==> config.mk <==
export PLATFORM = sky130hd
export DESIGN_NAME = smc_top
export DESIGN_NICKNAME = d
export VERILOG_FILES = /design/src/core/smc_pkg.sv /design/src/core/smc_abd_if.sv /design/src/core/smc_top.sv /design/src/core/smc_autobaud.sv
export SDC_FILE = /design/constraint.sdc
export NUM_CORES = 1
export LEC_CHECK = 0
export ABC_AREA = 1
export ABC_CLOCK_PERIOD_IN_PS = 4400
export BUFFER_PORTS_ARGS = -buffer_cell sky130_fd_sc_hd__buf_2
export CAP_MARGIN = 30
export CORE_ASPECT_RATIO = 1.75
export CORE_MARGIN = 2
export CORE_UTILIZATION = 40
export DETAILED_ROUTE_END_ITERATION = 16
export REMOVE_ABC_BUFFERS = 1
export SETUP_SLACK_MARGIN = 0.1
export SLEW_MARGIN = 20
export SYNTH_ARGS = -nofsm -noshare
export SYNTH_HDL_FRONTEND = slang
export SYNTH_SLANG_ARGS = --single-unit
==> constraint.sdc <==
create_clock -name sys_clk_i -period 4.4 [get_ports sys_clk_i]
set_input_delay 0.22 -clock sys_clk_i [delete_from_list [all_inputs] [get_ports sys_clk_i]]
set_output_delay 0.22 -clock sys_clk_i [all_outputs]
set_load 0.05 [all_outputs]
==> src/core/smc_pkg.sv <==
// constants and types for the serial port mode-control block
package smc_pkg;

   // register map, byte addresses on the plain register port
   localparam int          ADDR_W            = 8;
   localparam logic [7:0]  OFS_MODE          = 8'h00;
   localparam logic [7:0]  OFS_STATUS        = 8'h04;

   // mode register field positions
   localparam int          MODE_ON           = 15;
   localparam int          MODE_STOP_IDLE    = 13;
   localparam int          MODE_IR_CODEC     = 12;
   localparam int          MODE_HS_PIN       = 11;
   localparam int          MODE_PIN_SEL_LO   = 8;
   localparam int          MODE_WAKE         = 7;
   localparam int          MODE_LOOP         = 6;
   localparam int          MODE_AUTO_BAUD    = 5;
   localparam int          MODE_RX_POL       = 4;
   localparam int          MODE_HS_BAUD      = 3;
   localparam int          MODE_PAR_DATA_LO  = 1;
   localparam int          MODE_STOP_BITS    = 0;

   // writable bits; upper half and bits 14, 10 stay zero
   localparam logic [31:0] MODE_WMASK        = 32'h0000_BBFF;
   localparam logic [31:0] MODE_RESET        = 32'h0000_0000;

   // status register field positions
   localparam int          STAT_RUN          = 0;
   localparam int          STAT_ABD_BUSY     = 1;
   localparam int          STAT_CTS          = 2;
   localparam int          STAT_PERIOD_LO    = 16;

   // pin-enable field encodings
   localparam logic [1:0]  PIN_SEL_TX_RX     = 2'h0;
   localparam logic [1:0]  PIN_SEL_RTS       = 2'h1;
   localparam logic [1:0]  PIN_SEL_CTS_RTS   = 2'h2;
   localparam logic [1:0]  PIN_SEL_BCLK      = 2'h3;

   // infrared codec timing, in 16x baud ticks
   localparam logic [3:0]  IR_PULSE_TICKS    = 4'h3;
   localparam logic [3:0]  IR_BIT_TICKS      = 4'hF;

   // auto-baud: sync character gives five falling edges over eight bits
   localparam int          ABD_CNT_W         = 20;
   localparam int          ABD_PERIOD_W      = 16;
   localparam logic [2:0]  ABD_EDGES         = 3'h4;
   localparam int          ABD_BITS_LOG2     = 3;

   typedef enum logic [1:0] {
      ABD_IDLE,
      ABD_WAIT_EDGE,
      ABD_MEASURE
   } smc_abd_state_t;

endpackage

==> src/core/smc_abd_if.sv <==
// carrier between mode control and the auto-baud measurement unit
`timescale 1ns/1ps
`default_nettype none
interface smc_abd_if;
   logic                                start;
   logic                                rx;
   logic                                done;
   logic [smc_pkg::ABD_PERIOD_W-1:0]    period;

   modport meas (input start, input rx, output done, output period);
   modport ctrl (output start, output rx, input done, input period);
endinterface
`default_nettype wire

==> src/core/smc_top.sv <==
// serial port mode control: mode register, pin ownership, codec, loopback, wake
//
// The strobed register port and the address map were decided locally.
`timescale 1ns/1ps
`default_nettype none
module smc_top (
   // clock, reset, enable
   input  wire logic        sys_clk_i,
   input  wire logic        sys_rst_i,
   input  wire logic        ce_i,
   // register port
   input  wire logic [7:0]  reg_addr_i,
   input  wire logic [31:0] reg_wdata_i,
   input  wire logic        reg_wr_i,
   input  wire logic        reg_rd_i,
   output      logic [31:0] reg_rdata_o,
   // device power state and port core
   input  wire logic        idle_mode_i,
   input  wire logic        sleep_mode_i,
   input  wire logic        transmit_enable_i,
   input  wire logic        transmit_active_i,
   input  wire logic        rts_request_i,
   input  wire logic        baud_tick16_i,
   input  wire logic        baud_clock_i,
   input  wire logic        tx_serial_i,
   output      logic        rx_serial_o,
   output      logic        cts_o,
   output      logic        run_o,
   output      logic        wake_o,
   output      logic        receive_polarity_invert_o,
   output      logic        high_speed_baud_o,
   output      logic [1:0]  parity_data_select_o,
   output      logic        stop_bit_select_o,
   // pins
   output      logic        transmit_pin_o,
   output      logic        transmit_pin_oe_o,
   input  wire logic        receive_pin_i,
   input  wire logic        clear_to_send_pin_i,
   output      logic        request_to_send_pin_o,
   output      logic        request_to_send_pin_oe_o,
   output      logic        baud_clock_out_pin_o,
   output      logic        baud_clock_out_pin_oe_o
);

   logic [31:0]  serial_port_mode_reg;
   logic [31:0]  serial_port_mode_next;
   logic [15:0]  period_reg;
   logic         rx_s1_reg;
   logic         rx_s2_reg;
   logic         cts_s1_reg;
   logic         cts_s2_reg;
   logic         rx_prev_reg;
   logic [3:0]   ir_tx_phase_reg;
   logic         tx_prev_reg;
   logic [3:0]   ir_rx_cnt_reg;
   logic         on;
   logic         run;
   logic         ir_on;
   logic         loop;
   logic [1:0]   pin_sel;
   logic         tx_line;
   logic         rx_line;
   logic         rx_decoded;
   logic         rts_assert;
   logic         stop_idle;
   logic         hs_pin_mode;
   logic         wake_en;
   logic         auto_baud_req;
   logic [31:0]  status_word;
   logic [31:0]  reg_rdata_next;

   smc_abd_if abd_bus ();

   // mode fields decoded once; the logic below reads these names, except the four fields fed straight to the port core
   assign on            = serial_port_mode_reg[smc_pkg::MODE_ON];
   assign stop_idle     = serial_port_mode_reg[smc_pkg::MODE_STOP_IDLE];
   assign ir_on         = serial_port_mode_reg[smc_pkg::MODE_IR_CODEC];
   assign hs_pin_mode   = serial_port_mode_reg[smc_pkg::MODE_HS_PIN];
   assign pin_sel       = serial_port_mode_reg[smc_pkg::MODE_PIN_SEL_LO +: 2];
   assign wake_en       = serial_port_mode_reg[smc_pkg::MODE_WAKE];
   assign loop          = serial_port_mode_reg[smc_pkg::MODE_LOOP];
   assign auto_baud_req = serial_port_mode_reg[smc_pkg::MODE_AUTO_BAUD];

   // halted while disabled or when idle with stop-in-idle
   assign run = on & ~(stop_idle & idle_mode_i);

   // pin synchronisers; first stages feed only the second
   always_ff @(posedge sys_clk_i or posedge sys_rst_i) begin
      if (sys_rst_i) begin
         rx_s1_reg <= 1'b1;
         rx_s2_reg <= 1'b1;
      end else if (ce_i) begin
         rx_s1_reg <= receive_pin_i;
         rx_s2_reg <= rx_s1_reg;
      end
   end

   always_ff @(posedge sys_clk_i or posedge sys_rst_i) begin
      if (sys_rst_i) begin
         cts_s1_reg <= 1'b1;
         cts_s2_reg <= 1'b1;
      end else if (ce_i) begin
         cts_s1_reg <= clear_to_send_pin_i;
         cts_s2_reg <= cts_s1_reg;
      end
   end

   // mode register; a software write in the done cycle wins over the clear
   always_comb begin
      serial_port_mode_next = serial_port_mode_reg;
      if (abd_bus.done) begin
         serial_port_mode_next[smc_pkg::MODE_AUTO_BAUD] = 1'b0;
      end
      if (reg_wr_i && reg_addr_i == smc_pkg::OFS_MODE) begin
         serial_port_mode_next = reg_wdata_i & smc_pkg::MODE_WMASK;
      end
   end

   always_ff @(posedge sys_clk_i or posedge sys_rst_i) begin
      if (sys_rst_i) begin
         serial_port_mode_reg <= smc_pkg::MODE_RESET;
      end else if (ce_i) begin
         serial_port_mode_reg <= serial_port_mode_next;
      end
   end

   always_ff @(posedge sys_clk_i or posedge sys_rst_i) begin
      if (sys_rst_i) begin
         period_reg <= 16'h0000;
      end else if (ce_i && abd_bus.done) begin
         period_reg <= abd_bus.period;
      end
   end

   // status word: run, pending request, raw handshake level, last period
   always_comb begin
      status_word                                = 32'h0000_0000;
      status_word[smc_pkg::STAT_RUN]             = run;
      status_word[smc_pkg::STAT_ABD_BUSY]        = auto_baud_req;
      status_word[smc_pkg::STAT_CTS]             = cts_s2_reg;
      status_word[smc_pkg::STAT_PERIOD_LO +: 16] = period_reg;
   end

   // read data stand only in the cycle after the strobe; unmapped reads zero
   always_comb begin
      reg_rdata_next = 32'h0000_0000;
      if (reg_rd_i) begin
         case (reg_addr_i)
            smc_pkg::OFS_MODE: begin
               reg_rdata_next = serial_port_mode_reg & smc_pkg::MODE_WMASK;
            end
            smc_pkg::OFS_STATUS: begin
               reg_rdata_next = status_word;
            end
            default: begin
               reg_rdata_next = 32'h0000_0000;
            end
         endcase
      end
   end

   always_ff @(posedge sys_clk_i or posedge sys_rst_i) begin
      if (sys_rst_i) begin
         reg_rdata_o <= 32'h0000_0000;
      end else if (ce_i) begin
         reg_rdata_o <= reg_rdata_next;
      end
   end

   // infrared encoder: a zero bit becomes a short high pulse at bit start
   always_ff @(posedge sys_clk_i or posedge sys_rst_i) begin
      if (sys_rst_i) begin
         ir_tx_phase_reg <= 4'h0;
         tx_prev_reg     <= 1'b1;
      end else if (ce_i) begin
         if (!run) begin
            ir_tx_phase_reg <= 4'h0;
            tx_prev_reg     <= 1'b1;
         end else begin
            tx_prev_reg <= tx_serial_i;
            if (tx_serial_i != tx_prev_reg) begin
               ir_tx_phase_reg <= 4'h0;
            end else if (baud_tick16_i) begin
               ir_tx_phase_reg <= ir_tx_phase_reg + 4'h1;
            end
         end
      end
   end

   always_comb begin
      if (ir_on) begin
         tx_line = ~tx_serial_i & (ir_tx_phase_reg < smc_pkg::IR_PULSE_TICKS);
      end else begin
         tx_line = tx_serial_i;
      end
   end

   // loopback takes the line image of transmit data instead of the pin
   assign rx_line = loop ? tx_line : rx_s2_reg;

   // infrared decoder: each high pulse stretches to one low bit time
   always_ff @(posedge sys_clk_i or posedge sys_rst_i) begin
      if (sys_rst_i) begin
         ir_rx_cnt_reg <= 4'h0;
      end else if (ce_i) begin
         if (!run) begin
            ir_rx_cnt_reg <= 4'h0;
         end else if (rx_line) begin
            ir_rx_cnt_reg <= smc_pkg::IR_BIT_TICKS;
         end else if (baud_tick16_i && ir_rx_cnt_reg != 4'h0) begin
            ir_rx_cnt_reg <= ir_rx_cnt_reg - 4'h1;
         end
      end
   end

   assign rx_decoded = ir_on ? ~(rx_line | (ir_rx_cnt_reg != 4'h0)) : rx_line;

   // simplex asserts while sending, flow control while receiver has room
   assign rts_assert = hs_pin_mode ? transmit_active_i : rts_request_i;

   // pin ownership; unowned pins are released to port control
   // transmit pin: loopback keeps the external line idle
   always_ff @(posedge sys_clk_i or posedge sys_rst_i) begin
      if (sys_rst_i) begin
         transmit_pin_o    <= 1'b1;
         transmit_pin_oe_o <= 1'b0;
      end else if (ce_i) begin
         transmit_pin_o    <= loop ? ~ir_on : tx_line;
         transmit_pin_oe_o <= on & transmit_enable_i;
      end
   end

   // request-to-send pin, active low; owned for pin-enable 01 and 10
   always_ff @(posedge sys_clk_i or posedge sys_rst_i) begin
      if (sys_rst_i) begin
         request_to_send_pin_o    <= 1'b1;
         request_to_send_pin_oe_o <= 1'b0;
      end else if (ce_i) begin
         request_to_send_pin_o    <= ~rts_assert;
         request_to_send_pin_oe_o <= on & (pin_sel == smc_pkg::PIN_SEL_RTS ||
                                           pin_sel == smc_pkg::PIN_SEL_CTS_RTS);
      end
   end

   // baud clock pin, owned only for pin-enable 11
   always_ff @(posedge sys_clk_i or posedge sys_rst_i) begin
      if (sys_rst_i) begin
         baud_clock_out_pin_o    <= 1'b0;
         baud_clock_out_pin_oe_o <= 1'b0;
      end else if (ce_i) begin
         baud_clock_out_pin_o    <= on & baud_clock_i;
         baud_clock_out_pin_oe_o <= on & (pin_sel == smc_pkg::PIN_SEL_BCLK);
      end
   end

   // clear-to-send read only when that pin is owned, else always clear
   always_ff @(posedge sys_clk_i or posedge sys_rst_i) begin
      if (sys_rst_i) begin
         cts_o <= 1'b1;
      end else if (ce_i) begin
         cts_o <= (on && pin_sel == smc_pkg::PIN_SEL_CTS_RTS) ? ~cts_s2_reg : 1'b1;
      end
   end

   // data path and mode fields for the port core
   always_ff @(posedge sys_clk_i or posedge sys_rst_i) begin
      if (sys_rst_i) begin
         rx_serial_o               <= 1'b1;
         run_o                     <= 1'b0;
         receive_polarity_invert_o <= 1'b0;
         high_speed_baud_o         <= 1'b0;
         parity_data_select_o      <= 2'h0;
         stop_bit_select_o         <= 1'b0;
      end else if (ce_i) begin
         rx_serial_o               <= run ? rx_decoded : 1'b1;
         run_o                     <= run;
         receive_polarity_invert_o <= serial_port_mode_reg[smc_pkg::MODE_RX_POL];
         high_speed_baud_o         <= serial_port_mode_reg[smc_pkg::MODE_HS_BAUD];
         parity_data_select_o      <= serial_port_mode_reg[smc_pkg::MODE_PAR_DATA_LO +: 2];
         stop_bit_select_o         <= serial_port_mode_reg[smc_pkg::MODE_STOP_BITS];
      end
   end

   // wake on start-bit falling edge during sleep
   always_ff @(posedge sys_clk_i or posedge sys_rst_i) begin
      if (sys_rst_i) begin
         rx_prev_reg <= 1'b1;
         wake_o      <= 1'b0;
      end else if (ce_i) begin
         rx_prev_reg <= rx_s2_reg;
         wake_o      <= on & sleep_mode_i & wake_en & rx_prev_reg & ~rx_s2_reg;
      end
   end

   // measurement runs only while requested and the port is running
   assign abd_bus.start = run & auto_baud_req;
   assign abd_bus.rx    = rx_decoded;

   smc_autobaud u_autobaud (
      .sys_clk_i (sys_clk_i),
      .sys_rst_i (sys_rst_i),
      .ce_i      (ce_i),
      .abd       (abd_bus.meas)
   );

endmodule // smc_top
`default_nettype wire

==> src/core/smc_autobaud.sv <==
// auto-baud measurement: times the sync character on the receive line
`timescale 1ns/1ps
`default_nettype none
module smc_autobaud (
   // clock and reset
   input  wire logic sys_clk_i,
   input  wire logic sys_rst_i,
   input  wire logic ce_i,
   // link to mode control
   smc_abd_if.meas   abd
);

   smc_pkg::smc_abd_state_t                 state_reg;
   logic                                    rx_prev_reg;
   logic [2:0]                              edge_reg;
   logic [smc_pkg::ABD_CNT_W-1:0]           cnt_reg;
   logic                                    fall;

   assign fall = rx_prev_reg & ~abd.rx;

   always_ff @(posedge sys_clk_i or posedge sys_rst_i) begin
      if (sys_rst_i) begin
         rx_prev_reg <= 1'b1;
      end else if (ce_i) begin
         rx_prev_reg <= abd.rx;
      end
   end

   // dropping start abandons a measurement at once
   always_ff @(posedge sys_clk_i or posedge sys_rst_i) begin
      if (sys_rst_i) begin
         state_reg  <= smc_pkg::ABD_IDLE;
         edge_reg   <= 3'h0;
         cnt_reg    <= '0;
         abd.done   <= 1'b0;
         abd.period <= '0;
      end else if (ce_i) begin
         abd.done <= 1'b0;
         if (!abd.start) begin
            state_reg <= smc_pkg::ABD_IDLE;
         end else begin
            case (state_reg)
               smc_pkg::ABD_IDLE: begin
                  state_reg <= smc_pkg::ABD_WAIT_EDGE;
               end
               smc_pkg::ABD_WAIT_EDGE: begin
                  if (fall) begin
                     edge_reg  <= 3'h0;
                     // the edge cycle itself is the first counted cycle
                     cnt_reg   <= {{(smc_pkg::ABD_CNT_W-1){1'b0}}, 1'b1};
                     state_reg <= smc_pkg::ABD_MEASURE;
                  end
               end
               smc_pkg::ABD_MEASURE: begin
                  cnt_reg <= cnt_reg + 1'b1;
                  if (fall) begin
                     edge_reg <= edge_reg + 3'h1;
                     if (edge_reg + 3'h1 == smc_pkg::ABD_EDGES) begin
                        abd.done   <= 1'b1;
                        abd.period <= cnt_reg[smc_pkg::ABD_BITS_LOG2 +:
                                              smc_pkg::ABD_PERIOD_W];
                        state_reg  <= smc_pkg::ABD_IDLE;
                     end
                  end
               end
               default: begin
                  state_reg <= smc_pkg::ABD_IDLE;
               end
            endcase
         end
      end
   end

endmodule // smc_autobaud
`default_nettype wire

### Word-level counts from Yosys, hierarchy flattened

Cells that the tools add are included.

* register bits after elaboration: 134
* word-level logic and storage cells: 124
* input bits: 55

* mux-type cells: 32
* bitwise operators: 22
* add/subtract/negate cells: 4
* reductions and logical operators: 18
* $lt $le $gt $ge: 1
* equal/unequal tests: 15

Operator list (number)
* $pmux 32 s2: 1
* $pmux 20 s2: 1
* $mux 32: 1
* $mux 4: 6
* $add 20x1->20 const B: 1
* $mux 20: 1
* $and 1x1->1: 13
* $mux 1: 13
* $reduce_and 5->1: 2
* $ne 3x3->1 const B: 3
* $eq 8x3->1 const B: 1
* $logic_not 8->1: 1
* $mux 2: 4
* $not 1->1: 8
* $reduce_and 2->1: 4
* $reduce_and 4->1: 2
* $eq 2x2->1 const B: 3
* $mux 3: 2
* $mux 6: 1
* $pmux 2 s3: 1
* $pmux 3 s2: 1
* $add 4x1->4 const B: 1
* $eq 2x1->1 const B: 2
* $logic_and 1x1->1: 4
* other kinds (13): 15

### Depth between registers and ports, before layout

* word-level depth: 12
* gate-level depth with buffers: 13
* gate-level depth less buffers: 12

### Cells and area by module

From an unflattened synthesis, not the netlist that was laid out.

* cell total of the unflattened synthesis: 672
* area, all modules: 5950.7 um^2

Modules (own cells, without submodules)
* smc_top: instances 1, cells each 408, area an instance 3776.1 um^2
* smc_autobaud: instances 1, cells each 264, area an instance 2174.6 um^2

### Worst setup path before layout

No wires, ideal clock.

* path type: register to register
* start point: register ir_tx_phase_reg[0]
* end point: register u_autobaud.cnt_reg[15] (netlist bit)
* data arrival time: 1.545 ns
* buffers on the path: 1
* period minus slack after synthesis: 1.663 ns
* setup slack: 2.737 ns
* cell stages (with the launch flop): 13
* setup time: 0.118 ns
* path through: dfrtp_1 > ha_1 > nor2_1 > nand3_1 > nand3_1 > nand3_1 > nand2_2 > nand2_4 > nand2_4 > nand2_8 > buf_8 > nand2_2 > o21ai_2

* word-level cells in the longest chain between the ends: 11

Ends and longest elaborated chain
* start: declaration: RTL line smc_top.sv:53 `logic [3:0] ir_tx_phase_reg;`
* start signal: assignment: RTL line smc_top.sv:184 `ir_tx_phase_reg <= ir_tx_phase_reg + 4'h1;`
* $lt 4x2->1 (*): RTL line smc_top.sv:192 `tx_line = ~tx_serial_i & (ir_tx_phase_reg < smc_pkg::IR_PULSE_TICKS);`
* $and 1x1->1 (*): RTL line smc_top.sv:192
* $mux 1 (*): RTL line smc_top.sv:191 `if (ir_on) begin`
* $mux 1 (*): RTL line smc_top.sv:199 `assign rx_line = loop ? tx_line : rx_s2_reg;`
* $or 1x1->1: RTL line smc_top.sv:216 `assign rx_decoded = ir_on ? ~(rx_line | (ir_rx_cnt_reg != 4'h0)) : rx_line;`
* $not 1->1: RTL line smc_top.sv:216
* $mux 1 (*): RTL line smc_top.sv:216
* $not 1->1 (*): RTL line smc_autobaud.sv:19 `assign fall = rx_prev_reg & ~abd.rx;`
* $and 1x1->1 (*): RTL line smc_autobaud.sv:19
* $ne 2x1->1 (no source line) (*)
* $reduce_and 4->1 (no source line) (*)
* end signal: assignment: RTL line smc_autobaud.sv:50 `cnt_reg <= {{(smc_pkg::ABD_CNT_W-1){1'b0}}, 1'b1};`
* end signal: assignment: RTL line smc_autobaud.sv:55 `cnt_reg <= cnt_reg + 1'b1;`
* end: declaration: RTL line smc_autobaud.sv:16 `logic [smc_pkg::ABD_CNT_W-1:0] cnt_reg;`

Mark *: on every way between the ends. The rest lies on a longest branch, timed or not.
A chain may end at the register's enable or synchronous reset.

### Final worst setup path

* start point: register u_autobaud.state_reg[0]
* end point: register u_autobaud.abd.period[2]

* word-level cells in the longest chain between the ends: 2

Ends and longest elaborated chain
* start: declaration: RTL line smc_autobaud.sv:13 `smc_pkg::smc_abd_state_t state_reg;`
* start signal: assignment: RTL line smc_autobaud.sv:32 `state_reg <= smc_pkg::ABD_IDLE;`
* start signal: assignment: RTL line smc_autobaud.sv:40 `state_reg <= smc_pkg::ABD_IDLE;`
* start signal: assignment: RTL line smc_autobaud.sv:44 `state_reg <= smc_pkg::ABD_WAIT_EDGE;`
* $eq 2x2->1: RTL line smc_autobaud.sv:42 `case (state_reg)`
* $reduce_and 5->1 (no source line)
* end signal: assignment: RTL line smc_autobaud.sv:60 `abd.period <= cnt_reg[smc_pkg::ABD_BITS_LOG2 +:`
* end: declaration: RTL line smc_abd_if.sv:10 `modport meas (input start, input rx, output done, output period);`

Every way passes these cells.

==> impl_metrics.toml <==
[grt]
grt_max_degree = 67
overflow = 0
grt_pass1_vias = 4645
grt_first_pass_wirelength_um = 23000
track_usage_pct = 17.3
antenna_found_initial = 0

[critical_path]
crit_type = "reg2reg"
arrival_ns = 3.06
path_max_fanout = 33
crit_slowest_cell = "ha_1"
critPathBufInv = 2
cpMostUsedCell = "inv_1"
cp-end-kind = "register"
critPathTopFamily = "simple AND/OR/NAND/NOR gates"
required_ns = 4.71
rrSetupSlack_ns = 1.64
critPathMaxStageDelay_ns = 0.57
cp_cell_sequence = "inv_1 -> ha_1 -> inv_1 -> nor3_2 -> nand3_2 -> o21ai_1"
cp-start-kind = "register"

[clocking]
cts_tree = "done"
cts_htree_levels = 4
path_clk_slew_ns = 0.06
post_cts.repair.setup_buffers = 0
cts_sinks = 131
cts_hold_buf = 1
clock_path_buffers = 2
insertion_delay_ns = 0.41
cts_root_buffer = "clkbuf_16"
cts_made_buffers = 17
cts_resized = 0

[synth]
yosysWarningCount = 0
ys.flop_type = "dfrtp_1"
ys_seq_area_share_pct = 53.2
synth_area_um2 = 6180
yosys.area.top_type = "dfrtp_1"
ys_types = 43
ys_seq_elements = 131
synth_area_leaders = "dfrtp_1 49%, nand2_1 8.3%, dfstp_2 4.7%"
synth-edff-count = 0
syn-instance-count = 622
syn_area_per_cell_um2 = 9.94
synthArstFlopShare_pct = 100
yosysTopAreaCellShare_pct = 48.6

[detailed_routing]
dr.pass1.iters = 4
top_layer = "met4"
wl_met1_um = 5390
post_drt_wl_per_cell_um = 15.2
via_per_inst = 5.05
dr_wl_met2_um = 7660
drtIter0Drc = 244
wl_met3_um = 432
routed_wl_um = 13700
drc_errors = 0
dr_total_vias = 4552
antenna_left = 0

[sta]
fin_crit_ns = 2.76
setup_tns_ns = 0
fin_skew_ns = 0.00612
final_max_slew_viol_count = 0
rsz0062_at_grt = "false"
worstMarginPinSlew_ns = 0.838
finalSetupViolCount = 0
finalHoldViolCount = 0
maxSlewHeadroom_pct = 44.1
finalCritPeriodShare_pct = 62.6
max_clock_freq_ghz = 0.363

[place]
port_buffers = 81
dp_hpwl_um = 9510
gp_congestion = 0.895
placed_cells = 868

[floorplanning]
die_x_um = 98.0
dieArea_um2 = 16500
core_um2 = 15200
std_cell_rows = 60
io_pins = 102
start_util_pct = 40.6
die_h_um = 168

[pwr]
irDropWorstVdd_v = 0.000194
p_leak_uw = 0.00353
power_density_nw_per_um2 = 382

[run]
cap_violations = 0

[worst_hold_path]
hold_path_class = "in2reg"

[final_layout]
n_fill_cell = 1438
layout-drive-gt1-share_pct = 30.2
syn2layout_area_growth_pct = 18.7
n_antenna_cell = 0
final_cells = 902
fin_nets = 770
largest_reg_flops = 30

[status]
status = "complete, no violations"
==> per-stage QoR <==
step / setup slack (ns) / hold WS, ns / instance area [µm²] / utilization, % / total power (µW)
after floorplan: 0.701 / 0.294 / 6030 / - / 1340
final: 1.64 / 0.0378 / 7340 / 48.2 / 2810
after global placement: 1.69 / 0.417 / 6700 / 43.9 / 1390
after CTS: 1.58 / 0.0236 / 7310 / 48.0 / 2830
after global routing: 1.38 / 0.0196 / 7340 / 48.2 / 2910
after detailed placement: 1.63 / 0.433 / 6700 / 43.9 / 1390
==> power by group <==
part           internal (µW)  switching [µW]  leakage (µW)
Clock                    931             504      0.000292
Combinational           39.2            93.9       0.00145
Sequential              1230            11.7       0.00179
Total                   2200             610       0.00353
==> worst reg2reg max path, delay by kind of cell, from the launching register on <==
family | cells | cell delay (ns)
DFF | 1 | 0.39
AOI/OAI and AO/OA | 1 | 0.36
adders and majority gates | 1 | 0.57
and+or+nand+nor | 2 | 0.83
buffers and inverters | 2 | 0.50
==> Yosys cell counts, types with 14 or more instances <==
| cell | count |
|---|---|
| nand2_2 | 16 |
| dfrtp_1 | 120 |
| xor2_1 | 14 |
| mux2_2 | 21 |
| nand3_1 | 30 |
| o21ai_0 | 24 |
| o21ai_2 | 18 |
| nor2_1 | 39 |
| nand2_1 | 137 |
| a32o_1 | 22 |
| inv_1 | 49 |
| o21ai_1 | 16 |
==> layout by cell type (no fill, tap or decap), types with 5 or more instances in the layout <==
cell type,synthesis,final
a21oi_1,7,7
a22o_1,5,5
a32o_1,22,22
buf_2,7,81
clkbuf_16,0,17
dfrtp_1,120,120
dfstp_2,11,11
ha_1,11,11
inv_1,49,48
mux2_2,21,21
mux2_4,8,8
nand2_1,137,137
nand2_2,16,16
nand3_1,30,30
nand4_1,5,5
nor2_1,39,39
nor2_2,7,7
nor3_1,5,5
o21ai_0,24,24
o21ai_1,16,16
o21ai_2,18,18
or2_2,6,6
xor2_1,14,14
==> cell families (layout without fill, tap and decap cells) <==
| family | Yosys count | count (layout) | share of synthesized area (%) |
|---|---|---|---|
| and+or+nand+nor | 261 | 261 | 19.5 |
| DFF | 131 | 131 | 53.2 |
| AOI/OAI and AO/OA | 96 | 96 | 11.2 |
| buffers and inverters | 78 | 171 | 5.83 |
| muxes | 29 | 29 | 5.77 |
| xor gates and xnor gates | 15 | 15 | 2.12 |
| adders and majority gates | 11 | 11 | 2.23 |
| other | 1 | 2 | 0.0606 |
==> routing by layer <==
layer	track usage [%]	vias up
met3	3.55	19
met2	32.0	86
met1	19.5	2232
met4	6.16	0
li1	-	2215
met5	0	-
==> final timing paths <==
check / start / endpoint / cells after the start
hold reg to reg: rx_s1_reg$_DFFE_PP1P_ / rx_s1_reg$_DFFE_PP1P_ / 2
setup reg to reg: u_autobaud.state_reg[0]$_DFFE_PP0P_ / u_autobaud.abd.period[2]$_DFFE_PP0P_ / 6
setup / recovery: u_autobaud.state_reg[0]$_DFFE_PP0P_ / u_autobaud.abd.period[2]$_DFFE_PP0P_ / 6
hold / removal: baud_clock_i / baud_clock_out_pin_o$_DFFE_PP0P_ / 2
min in group asynchronous: sys_rst_i / stop_bit_select_o$_DFFE_PP0P_ / 3
max in group asynchronous: sys_rst_i / u_autobaud.abd.period[14]$_DFFE_PP0P_ / 4
==> area by class of cell <==
type | instances | area, µm² | area share (%)
sequential | 131 | 3290 | 44.8
clock buffer | 22 | 474 | 6.46
clock inverter | 9 | 129 | 1.75
timing repair buffer | 85 | 470 | 6.41
inverter | 55 | 209 | 2.85
tap | 186 | 233 | 3.17
multi-input combinational | 414 | 2540 | 34.5
Power figures use the tool's default switching activity.
